===== src/ebp_pkg.sv =====
package ebp_pkg;
  // ==========================================================================
  // register map
  localparam logic [7:0]  ADDR_CTRL     = 8'h00;
  localparam logic [7:0]  ADDR_STATUS   = 8'h04;
  localparam logic [7:0]  ADDR_TIM0     = 8'h08;
  localparam logic [7:0]  ADDR_TIM1     = 8'h0C;
  localparam int          NUM_CS        = 2;
  // ==========================================================================
  // control fields
  localparam int          CTRL_START    = 0;
  localparam int          CTRL_CS       = 1;
  localparam int          CTRL_WRITE    = 2;
  localparam int          CTRL_CLK_SYS  = 8;
  localparam int          CTRL_CLK_HS   = 9;
  // ==========================================================================
  // timing register fields
  localparam int          TIM_AB        = 0;
  localparam int          TIM_C_LO      = 1;
  localparam int          TIM_D         = 3;
  localparam int          TIM_E_LO      = 4;
  localparam int          TIM_F_LO      = 9;
  localparam int          TIM_RDY_EN    = 11;
  localparam int          TIM_WIN_LO    = 12;
  localparam int          TIM_W         = 14;
  localparam logic [13:0] TIM_RESET     = 14'h0000;
  // ==========================================================================
  // status fields
  localparam int          STAT_BUSY     = 0;
  localparam int          STAT_PHASE_LO = 1;
  localparam int          STAT_LAST_CS  = 4;
  // ==========================================================================
  // phases
  typedef enum logic [2:0] {
    EBP_IDLE, EBP_AB, EBP_C, EBP_D, EBP_E, EBP_F
  } ebp_phase_e;
endpackage : ebp_pkg


===== src/ebp_top.sv =====
`timescale 1ns/1ps
module ebp_top (
  input  wire logic        pclk,
  input  wire logic        presetn,
  input  wire logic        psel,
  input  wire logic        penable,
  input  wire logic        pwrite,
  input  wire logic [7:0]  paddr,
  input  wire logic [31:0] pwdata,
  output logic      [31:0] prdata,
  output logic             pready,
  output logic             pslverr,
  input  wire logic        ext_ready,
  output logic      [1:0]  bus_cs_n,
  output logic             bus_write,
  output logic      [2:0]  bus_phase,
  output logic             ext_clk_sel_sys,
  output logic             ext_clk_hs_en
);
  // ==========================================================================
  // state
  logic [13:0]        tim [ebp_pkg::NUM_CS];
  logic [13:0]        next_tim [ebp_pkg::NUM_CS];
  logic [13:0]        cur_tim, next_cur_tim;
  logic [2:0]         cur_ab, next_cur_ab;
  ebp_pkg::ebp_phase_e state, next_state;
  logic [4:0]         cnt, next_cnt;
  logic [5:0]         ph_cyc, next_ph_cyc;
  logic               last_cs, next_last_cs;
  logic               cs_q, next_cs_q;
  logic               next_bus_write;
  logic [1:0]         next_bus_cs_n;
  logic               next_clk_sys, next_clk_hs;
  logic [31:0]        next_prdata;
  logic               next_pready, next_pslverr;
  logic               ready_meta, ready_sync;
  logic               acc, hit;

  // ==========================================================================
  // next values
  always_comb begin
    acc           = psel && penable && pready;
    hit           = 1'b1;
    next_tim      = tim;
    next_cur_tim  = cur_tim;
    next_cur_ab   = cur_ab;
    next_state    = state;
    next_cnt      = cnt;
    next_last_cs  = last_cs;
    next_cs_q     = cs_q;
    next_bus_write = bus_write;
    next_clk_sys  = ext_clk_sel_sys;
    next_clk_hs   = ext_clk_hs_en;
    next_prdata   = prdata;
    next_pready   = psel && penable && !pready;
    next_pslverr  = 1'b0;
    unique case (paddr)
      ebp_pkg::ADDR_CTRL, ebp_pkg::ADDR_STATUS,
      ebp_pkg::ADDR_TIM0, ebp_pkg::ADDR_TIM1: hit = 1'b1;
      default: hit = 1'b0;
    endcase
    if (psel && penable && !pready) begin
      next_pslverr = !hit;
      unique case (paddr)
        ebp_pkg::ADDR_CTRL: next_prdata = {22'h000000, ext_clk_hs_en, ext_clk_sel_sys,
                                           5'h00, bus_write, cs_q, 1'b0};
        ebp_pkg::ADDR_STATUS: next_prdata = {27'h0000000, last_cs, 3'(state),
                                             state != ebp_pkg::EBP_IDLE};
        ebp_pkg::ADDR_TIM0: next_prdata = {18'h00000, tim[0]};
        ebp_pkg::ADDR_TIM1: next_prdata = {18'h00000, tim[1]};
        default: next_prdata = 32'h00000000;
      endcase
    end
    if (acc && pwrite) begin
      unique case (paddr)
        ebp_pkg::ADDR_TIM0: next_tim[0] = pwdata[13:0];
        ebp_pkg::ADDR_TIM1: next_tim[1] = pwdata[13:0];
        ebp_pkg::ADDR_CTRL: begin
          next_clk_sys = pwdata[ebp_pkg::CTRL_CLK_SYS];
          next_clk_hs  = pwdata[ebp_pkg::CTRL_CLK_HS];
        end
        default: ;
      endcase
    end
    // phase sequencer, one count per system clock
    unique case (state)
      ebp_pkg::EBP_IDLE: begin
        if (acc && pwrite && paddr == ebp_pkg::ADDR_CTRL && pwdata[ebp_pkg::CTRL_START]) begin
          next_cs_q      = pwdata[ebp_pkg::CTRL_CS];
          next_bus_write = pwdata[ebp_pkg::CTRL_WRITE];
          next_cur_tim   = tim[pwdata[ebp_pkg::CTRL_CS]];
          next_cur_ab    = 3'(tim[pwdata[ebp_pkg::CTRL_CS]][ebp_pkg::TIM_AB]) + 3'h1;
          if (pwdata[ebp_pkg::CTRL_CS] != last_cs)
            next_cur_ab = next_cur_ab
                        + {1'b0, tim[pwdata[ebp_pkg::CTRL_CS]][ebp_pkg::TIM_WIN_LO +: 2]};
          next_last_cs   = pwdata[ebp_pkg::CTRL_CS];
          next_cnt       = 5'(next_cur_ab - 3'h1);
          next_state     = ebp_pkg::EBP_AB;
        end
      end
      ebp_pkg::EBP_AB, ebp_pkg::EBP_C, ebp_pkg::EBP_D, ebp_pkg::EBP_F: begin
        if (cnt != 5'h00) begin
          next_cnt = cnt - 5'h01;
        end else if (state == ebp_pkg::EBP_F) begin
          next_state = ebp_pkg::EBP_IDLE;
        end else if (state == ebp_pkg::EBP_AB && cur_tim[ebp_pkg::TIM_C_LO +: 2] != 2'h0) begin
          next_state = ebp_pkg::EBP_C;
          next_cnt   = 5'(cur_tim[ebp_pkg::TIM_C_LO +: 2] - 2'h1);
        end else if (state != ebp_pkg::EBP_D && cur_tim[ebp_pkg::TIM_D]) begin
          next_state = ebp_pkg::EBP_D;
          next_cnt   = 5'h00;
        end else begin
          next_state = ebp_pkg::EBP_E;
          next_cnt   = cur_tim[ebp_pkg::TIM_E_LO +: 5];
        end
      end
      ebp_pkg::EBP_E: begin
        if (cnt != 5'h00) begin
          next_cnt = cnt - 5'h01;
        end else if (!cur_tim[ebp_pkg::TIM_RDY_EN] || ready_sync) begin
          if (cur_tim[ebp_pkg::TIM_F_LO +: 2] != 2'h0) begin
            next_state = ebp_pkg::EBP_F;
            next_cnt   = 5'(cur_tim[ebp_pkg::TIM_F_LO +: 2] - 2'h1);
          end else begin
            next_state = ebp_pkg::EBP_IDLE;
          end
        end
      end
      default: next_state = ebp_pkg::EBP_IDLE;
    endcase
    next_bus_cs_n = 2'h3;
    if (next_state != ebp_pkg::EBP_IDLE)
      next_bus_cs_n[next_cs_q] = 1'b0;
    next_ph_cyc = (next_state != state) ? 6'h00 : ph_cyc + 6'h01;
  end

  // ==========================================================================
  // registers
  always_ff @(posedge pclk or negedge presetn) begin
    if (!presetn) begin
      for (int i = 0; i < ebp_pkg::NUM_CS; i++) begin
        tim[i] <= ebp_pkg::TIM_RESET;
      end
      cur_tim         <= ebp_pkg::TIM_RESET;
      cur_ab          <= 3'h1;
      state           <= ebp_pkg::EBP_IDLE;
      cnt             <= 5'h00;
      ph_cyc          <= 6'h00;
      last_cs         <= 1'b0;
      cs_q            <= 1'b0;
      bus_write       <= 1'b0;
      bus_cs_n        <= 2'h3;
      bus_phase       <= 3'h0;
      ext_clk_sel_sys <= 1'b0;
      ext_clk_hs_en   <= 1'b0;
      prdata          <= 32'h00000000;
      pready          <= 1'b0;
      pslverr         <= 1'b0;
      ready_meta      <= 1'b0;
      ready_sync      <= 1'b0;
    end else begin
      tim             <= next_tim;
      cur_tim         <= next_cur_tim;
      cur_ab          <= next_cur_ab;
      state           <= next_state;
      cnt             <= next_cnt;
      ph_cyc          <= next_ph_cyc;
      last_cs         <= next_last_cs;
      cs_q            <= next_cs_q;
      bus_write       <= next_bus_write;
      bus_cs_n        <= next_bus_cs_n;
      bus_phase       <= 3'(next_state);
      ext_clk_sel_sys <= next_clk_sys;
      ext_clk_hs_en   <= next_clk_hs;
      prdata          <= next_prdata;
      pready          <= next_pready;
      pslverr         <= next_pslverr;
      ready_meta      <= ext_ready;
      ready_sync      <= ready_meta;
    end
  end
endmodule : ebp_top


===== config.mk =====
export PLATFORM = sky130hd
export DESIGN_NAME = ebp_top
export DESIGN_NICKNAME = d
export VERILOG_FILES = /design/src/ebp_pkg.sv /design/src/ebp_top.sv
export SDC_FILE = /design/constraint.sdc
export NUM_CORES = 1
export LEC_CHECK = 0
export ABC_CLOCK_PERIOD_IN_PS = 3200
export BUFFER_PORTS_ARGS = -buffer_cell sky130_fd_sc_hd__buf_2
export CORE_UTILIZATION = 54
export DETAILED_ROUTE_END_ITERATION = 8
export PLACE_DENSITY = 0.82
export SYNTH_ARGS = -nofsm -noshare
export SYNTH_HDL_FRONTEND = slang
export SYNTH_SLANG_ARGS = --single-unit

===== constraint.sdc =====
create_clock -name pclk -period 3.2 [get_ports pclk]
set_input_delay 0.48 -clock pclk [delete_from_list [all_inputs] [get_ports pclk]]
set_output_delay 0.48 -clock pclk [all_outputs]
set_load 0.03 [all_outputs]

After elaboration in Yosys (flattened, before gate mapping)
Index checks and enable logic that the tools add are counted.
Widths: inputs -> output; s select.
{"block": "totals", "ff_bits": 91, "in_bits": 46, "elab_cells": 101}
{"block": "op_classes", "addsub": 6, "magnitude_cmp": 3, "n_eq_ne": 14, "mux": 32, "n_bitwise": 2, "reduce_logical": 28}
{"op": "$pmux 14 s4", "count": 1}
{"op": "$mux 14", "count": 3}
{"op": "$mux 5", "count": 8}
{"op": "$mux 3", "count": 11}
{"op": "$eq 8x4->1 const B", "count": 2}
{"op": "$pmux 5 s3", "count": 1}
{"op": "$logic_and 1x1->1", "count": 9}
{"op": "$ne 3x3->1 const B", "count": 3}
{"op": "$pmux 3 s3", "count": 1}
{"op": "$reduce_bool 3->1", "count": 3}
{"op": "$eq 8x3->1 const B", "count": 1}
{"op": "$logic_not 8->1", "count": 1}
{"op": "$reduce_and 2->1", "count": 4}
{"op": "$reduce_or 4->1", "count": 2}
{"op": "$eq 3x2->1 const B", "count": 2}
{"op": "$eq 3x3->1 const B", "count": 2}
{"op": "$sub 2x1->3 const B", "count": 2}
{"op": "$mux 1", "count": 5}
{"op": "$reduce_and 5->1", "count": 1}
{"op": "$reduce_bool 5->1", "count": 1}
{"op": "$sub 5x1->5 const B", "count": 1}
{"op": "$reduce_bool 2->1", "count": 2}
{"op": "$sub 3x1->4 const B", "count": 1}
{"op": "$add 2x2->3", "count": 1}
{"op": "15 further kinds", "count": 17}

Logic depth before layout (Yosys ltp)
{"block": "logic_depth", "ltp_word": 13, "ltp_mapped": 12, "mapped_depth_nobuf": 10}

Worst setup path before layout
OpenSTA, ideal clock, no wires.
{"block": "synth_path", "kind": "input port to flip-flop", "startpoint": "input pwdata[1]", "endpoint": "register cnt[2]", "setup_time_ns": 0.121, "arrival_ns": 2.948, "setup_slack_ns": 0.131, "path_stages": 10, "n_path_buf": 3, "path_cell_list": "clkbuf_1 buf_2 buf_1 mux2i_1 fa_1 mux2_2 ha_1 xnor2_1 o32ai_1 a22o_1"}
{"block": "synth_via", "elab_chain_len": 12, "elab_cells_between_ends": 13, "cone_classes": "3 x add/sub; 1 x eq/ne; 8 x mux; 1 x bitwise"}
{"element": "from (decl)", "line_no": "ebp_top.sv:9", "source": "input wire logic [31:0] pwdata,"}
{"element": "$not 1->2 (implied by the code)", "line_no": "ebp_top.sv:92, ebp_top.sv:95"}
{"element": "$mux 14 (implied by the code) (3 in a row)", "line_no": "ebp_top.sv:95", "source": "+ {1'b0, tim[pwdata[ebp_pkg::CTRL_CS]][ebp_pkg::TIM_WIN_LO +: 2]};"}
{"element": "$add 1x1->2", "line_no": "ebp_top.sv:92", "source": "next_cur_ab = 3'(tim[pwdata[ebp_pkg::CTRL_CS]][ebp_pkg::TIM_AB]) + 3'h1;"}
{"element": "$add 2x2->3", "line_no": "ebp_top.sv:95"}
{"element": "$mux 3 (*)", "line_no": "ebp_top.sv:93", "source": "if (pwdata[ebp_pkg::CTRL_CS] != last_cs)"}
{"element": "$mux 3 (*)", "line_no": "ebp_top.sv:88", "source": "if (acc && pwrite && paddr == ebp_pkg::ADDR_CTRL && pwdata[ebp_pkg::CTRL_START]) begin"}
{"element": "$mux 3 (*)", "line_no": "ebp_top.sv:86", "source": "unique case (state)"}
{"element": "$sub 3x1->4 (*)", "line_no": "ebp_top.sv:97", "source": "next_cnt = 5'(next_cur_ab - 3'h1);"}
{"element": "$mux 5 (*)", "line_no": "ebp_top.sv:88"}
{"element": "$pmux 5 s3 (*)", "line_no": "ebp_top.sv:86"}
{"element": "to (signal assigned)", "line_no": "ebp_top.sv:166", "source": "cnt <= next_cnt;"}
{"element": "to (decl)", "line_no": "ebp_top.sv:27", "source": "logic [4:0] cnt, next_cnt;"}
Mark *: on every way between the ends. The rest lies on a longest branch, timed or not. The select of a mux whose other input is x is not followed.
A chain may end at the register's enable or synchronous reset.

Final worst setup path
Ends and elaborated chain as after synthesis.

==> out/metrics.csv <==
metric,value,unit
status,completed,
r2r-start,tim[26]$_DFFE_PN0P_,
postRouteWirelength,8320,µm
final_antenna_net_count,0,
synth-edff-count,0,
rrSetupSlack,680,ps
firstDrtPassIters,4,
worstReg2RegEnd,cnt[2]$_DFFE_PN0P_,
fmax,395,MHz
hpwl,5940,µm
cp-start-kind,input pin,
grt_pass1_vias,2855,
viasPerCell,5.57,
finalCritPeriodShare,0.792,
track_usage,0.237,
clock_skew,8.06,ps
synthArstFlopShare,1.00,
synth.area.mux_share,0.172,
syn-instance-count,369,
gp_congestion,0.852,
worstSetupPathType,input pin to flip-flop,
crit_arrival,2770,ps
pwr-share-seq,0.504,
ys_types,58,
netlist_area,3880,µm²
clk_pin_slew,80,ps
switching_share,0.228,
grt-ovfl-total,0,
power_frac_clock,0.434,
yosys_warnings,0,
worstHoldStart,ext_ready,
synth-compound-area-share,0.122,
r2r_cells,9,
die_w,86.8,µm
start_util,0.566,
grt_max_degree,73,
clockBufferDepth,2,
nets,471,
cts_made_buffers,9,
htree_num_levels,3,
preCtsSetupSlack,308,ps
antenna_found_initial,0,
end_kind,flip-flop,
maxCapViolCount,0,
clockRootBuffer,clkbuf_8,
finalCriticalPeriod,2530,ps
max-slew-margin-rel,0.413,
setup_slack,667,ps
die_area,7540,µm²
worst_pin_slew,880,ps
num_vias,2886,
yosysSeqAreaShare,0.464,
io_buffer_count,51,
die_y,86.8,µm
synth_area_leaders,"dfrtp_1, mux2_1, mux2i_1, nand2_1, buf_4",
fin_setup_tns,0,ps
final_common_cell,dfrtp_1,
regArea,1800,µm²
whs_path_depth,1,
pin_count,88,
holdPathEnd,ready_meta$_DFF_PN0_,
power.density,416,nW/µm²
area_delta_synth_final,12.5,%
finalHoldViolCount,0,
p_int,0.00140,W
ys_ff_latch,72,
post_cts_resized,0,
hold_path.class,input pin to flip-flop,
drc_errors,0,
wl_per_cell,16.1,µm
layout_common_cells,"dfrtp_1, buf_2, nand2_1",
coreArea,6870,µm²
power_frac_comb,0.062,
crit_fanout,7,
switchingPower,0.000416,W
grt_pass1_wl,13700,µm
cts_tree,built,
insertion_delay,350,ps
peakVddDrop,325,µV
nFillCells,556,
cts_setup_buffers,0,
placementRows,30,
cts.sinks,72,
setup_viol_count_final,0,
yosysTopAreaCell,dfrtp_1,
leakagePower,2.14,nW
synth-xor-area-share,0.00676,
synth-simple-area-share,0.135,
synth_top_flop_cell,dfrtp_1,
multiInputGateArea,1870,µm²
synthAdderAreaFrac,0.0277,
diodes,0,
synth_area_per_cell,10.5,µm²
synth_top_area_share,0.451,
drv_slew,0,
first_iter_violations,168,
cp.required,3440,ps
rsz0062_at_grt,no,
synth_top_family_by_area,multiplexers,
holdBufCountCts,0,
layout-drive-gt1-share,0.230,
-- power by group through the flow --
stage | Combinational, W | Clock [W] | Sequential, W
global placement | 0.000112 | 0 | 0.000934
floorplan | 0.0000812 | 0 | 0.000937
global route | 0.000124 | 0.000837 | 0.000917
finish | 0.000114 | 0.000789 | 0.000917
detailed placement | 0.000115 | 0 | 0.000934
CTS | 0.000115 | 0.000797 | 0.000916
-- logic make-up after synthesis --
logic type               Yosys count
flip-flops                        72
AND/OR/NAND/NOR                  101
multiplexers                      60
AO/OA/AOI/OAI                     72
XOR/XNOR                           3
other                              1
adder cells (fa/ha/maj)            8
buffers and inverters             52
-- registers in the layout, indices dropped and copies added (netlist names) --
name,count
pready,1
tim,28
bus_write,1
last_cs,1
cnt,5
state,3
prdata,14
cur_tim,11
ready_sync,1
ready_meta,1
pslverr,1
ext_clk_sel_sys,1
cs_q,1
ext_clk_hs_en,1
bus_cs_n,2
-- worst max-delay path, stage by stage --
cell     delay, ps
buf_2          190
mux2_2         360
ha_1           180
inv_1           80
fa_1           450
mux2_2         290
ha_1           200
xnor2_1        180
o32ai_1        110
a22o_1         240
-- per-layer routing --
metal,vias up,global-route usage,wire length [µm]
li1,1376,-,-
met1,1420,0.314,3740
met2,81,0.390,4170
met3,9,0.0438,322
met4,0,0.0848,88
met5,-,0,0
-- layout make-up --
type,instances,share of cell area
clock buffers,13,0.0341
clock inverters,3,0.0149
inverters,13,0.0112
multi-input cells,262,0.427
flip-flops and latches,72,0.413
well taps,96,0.0275
repair buffers,59,0.0722
-- cells in the mapped netlist (3+ instances only) --
library cell,n
dfrtp_1,70
nand2_1,43
mux2_1,24
mux2i_1,24
o21ai_1,20
buf_4,19
nor2_1,16
o21ai_0,12
inv_1,11
clkbuf_1,10
mux2_2,10
buf_2,9
nand3_1,9
a21oi_1,7
a31oi_1,7
ha_1,7
a22o_1,6
nor2b_1,4
and2_1,3
nand4_1,3
nor3_1,3
o22ai_1,3
xnor2_1,3
-- metrics by stage --
stage	hold WS (ps)	util	cells	power [W]	cell area (µm²)
3_3_place_gp	347	0.605	502	0.00105	4160
6_report	228	0.636	518	0.00182	4370
5_1_grt	223	0.636	518	0.00188	4370
4_1_cts	223	0.636	518	0.00183	4370
2_1_floorplan	184	-	386	0.00102	3950
3_5_place_dp	342	0.605	502	0.00105	4160
-- worst max-delay path by stage --
| stage | to | cells past startpoint | startpoint | slack [ps] |
|---|---|---|---|---|
| floorplan | cnt[2]$_DFFE_PN0P_ | 10 | pwdata[1] | 130 |
| global placement | cnt[2]$_DFFE_PN0P_ | 10 | pwdata[1] | 390 |
| detailed placement | cnt[2]$_DFFE_PN0P_ | 10 | pwdata[1] | 310 |
| CTS | cnt[2]$_DFFE_PN0P_ | 10 | pwdata[1] | 680 |
| global route | cnt[2]$_DFFE_PN0P_ | 9 | tim[26]$_DFFE_PN0P_ | 590 |
| finish | cnt[2]$_DFFE_PN0P_ | 10 | pwdata[1] | 670 |
No activity file was read; power rests on OpenSTA's default activity.
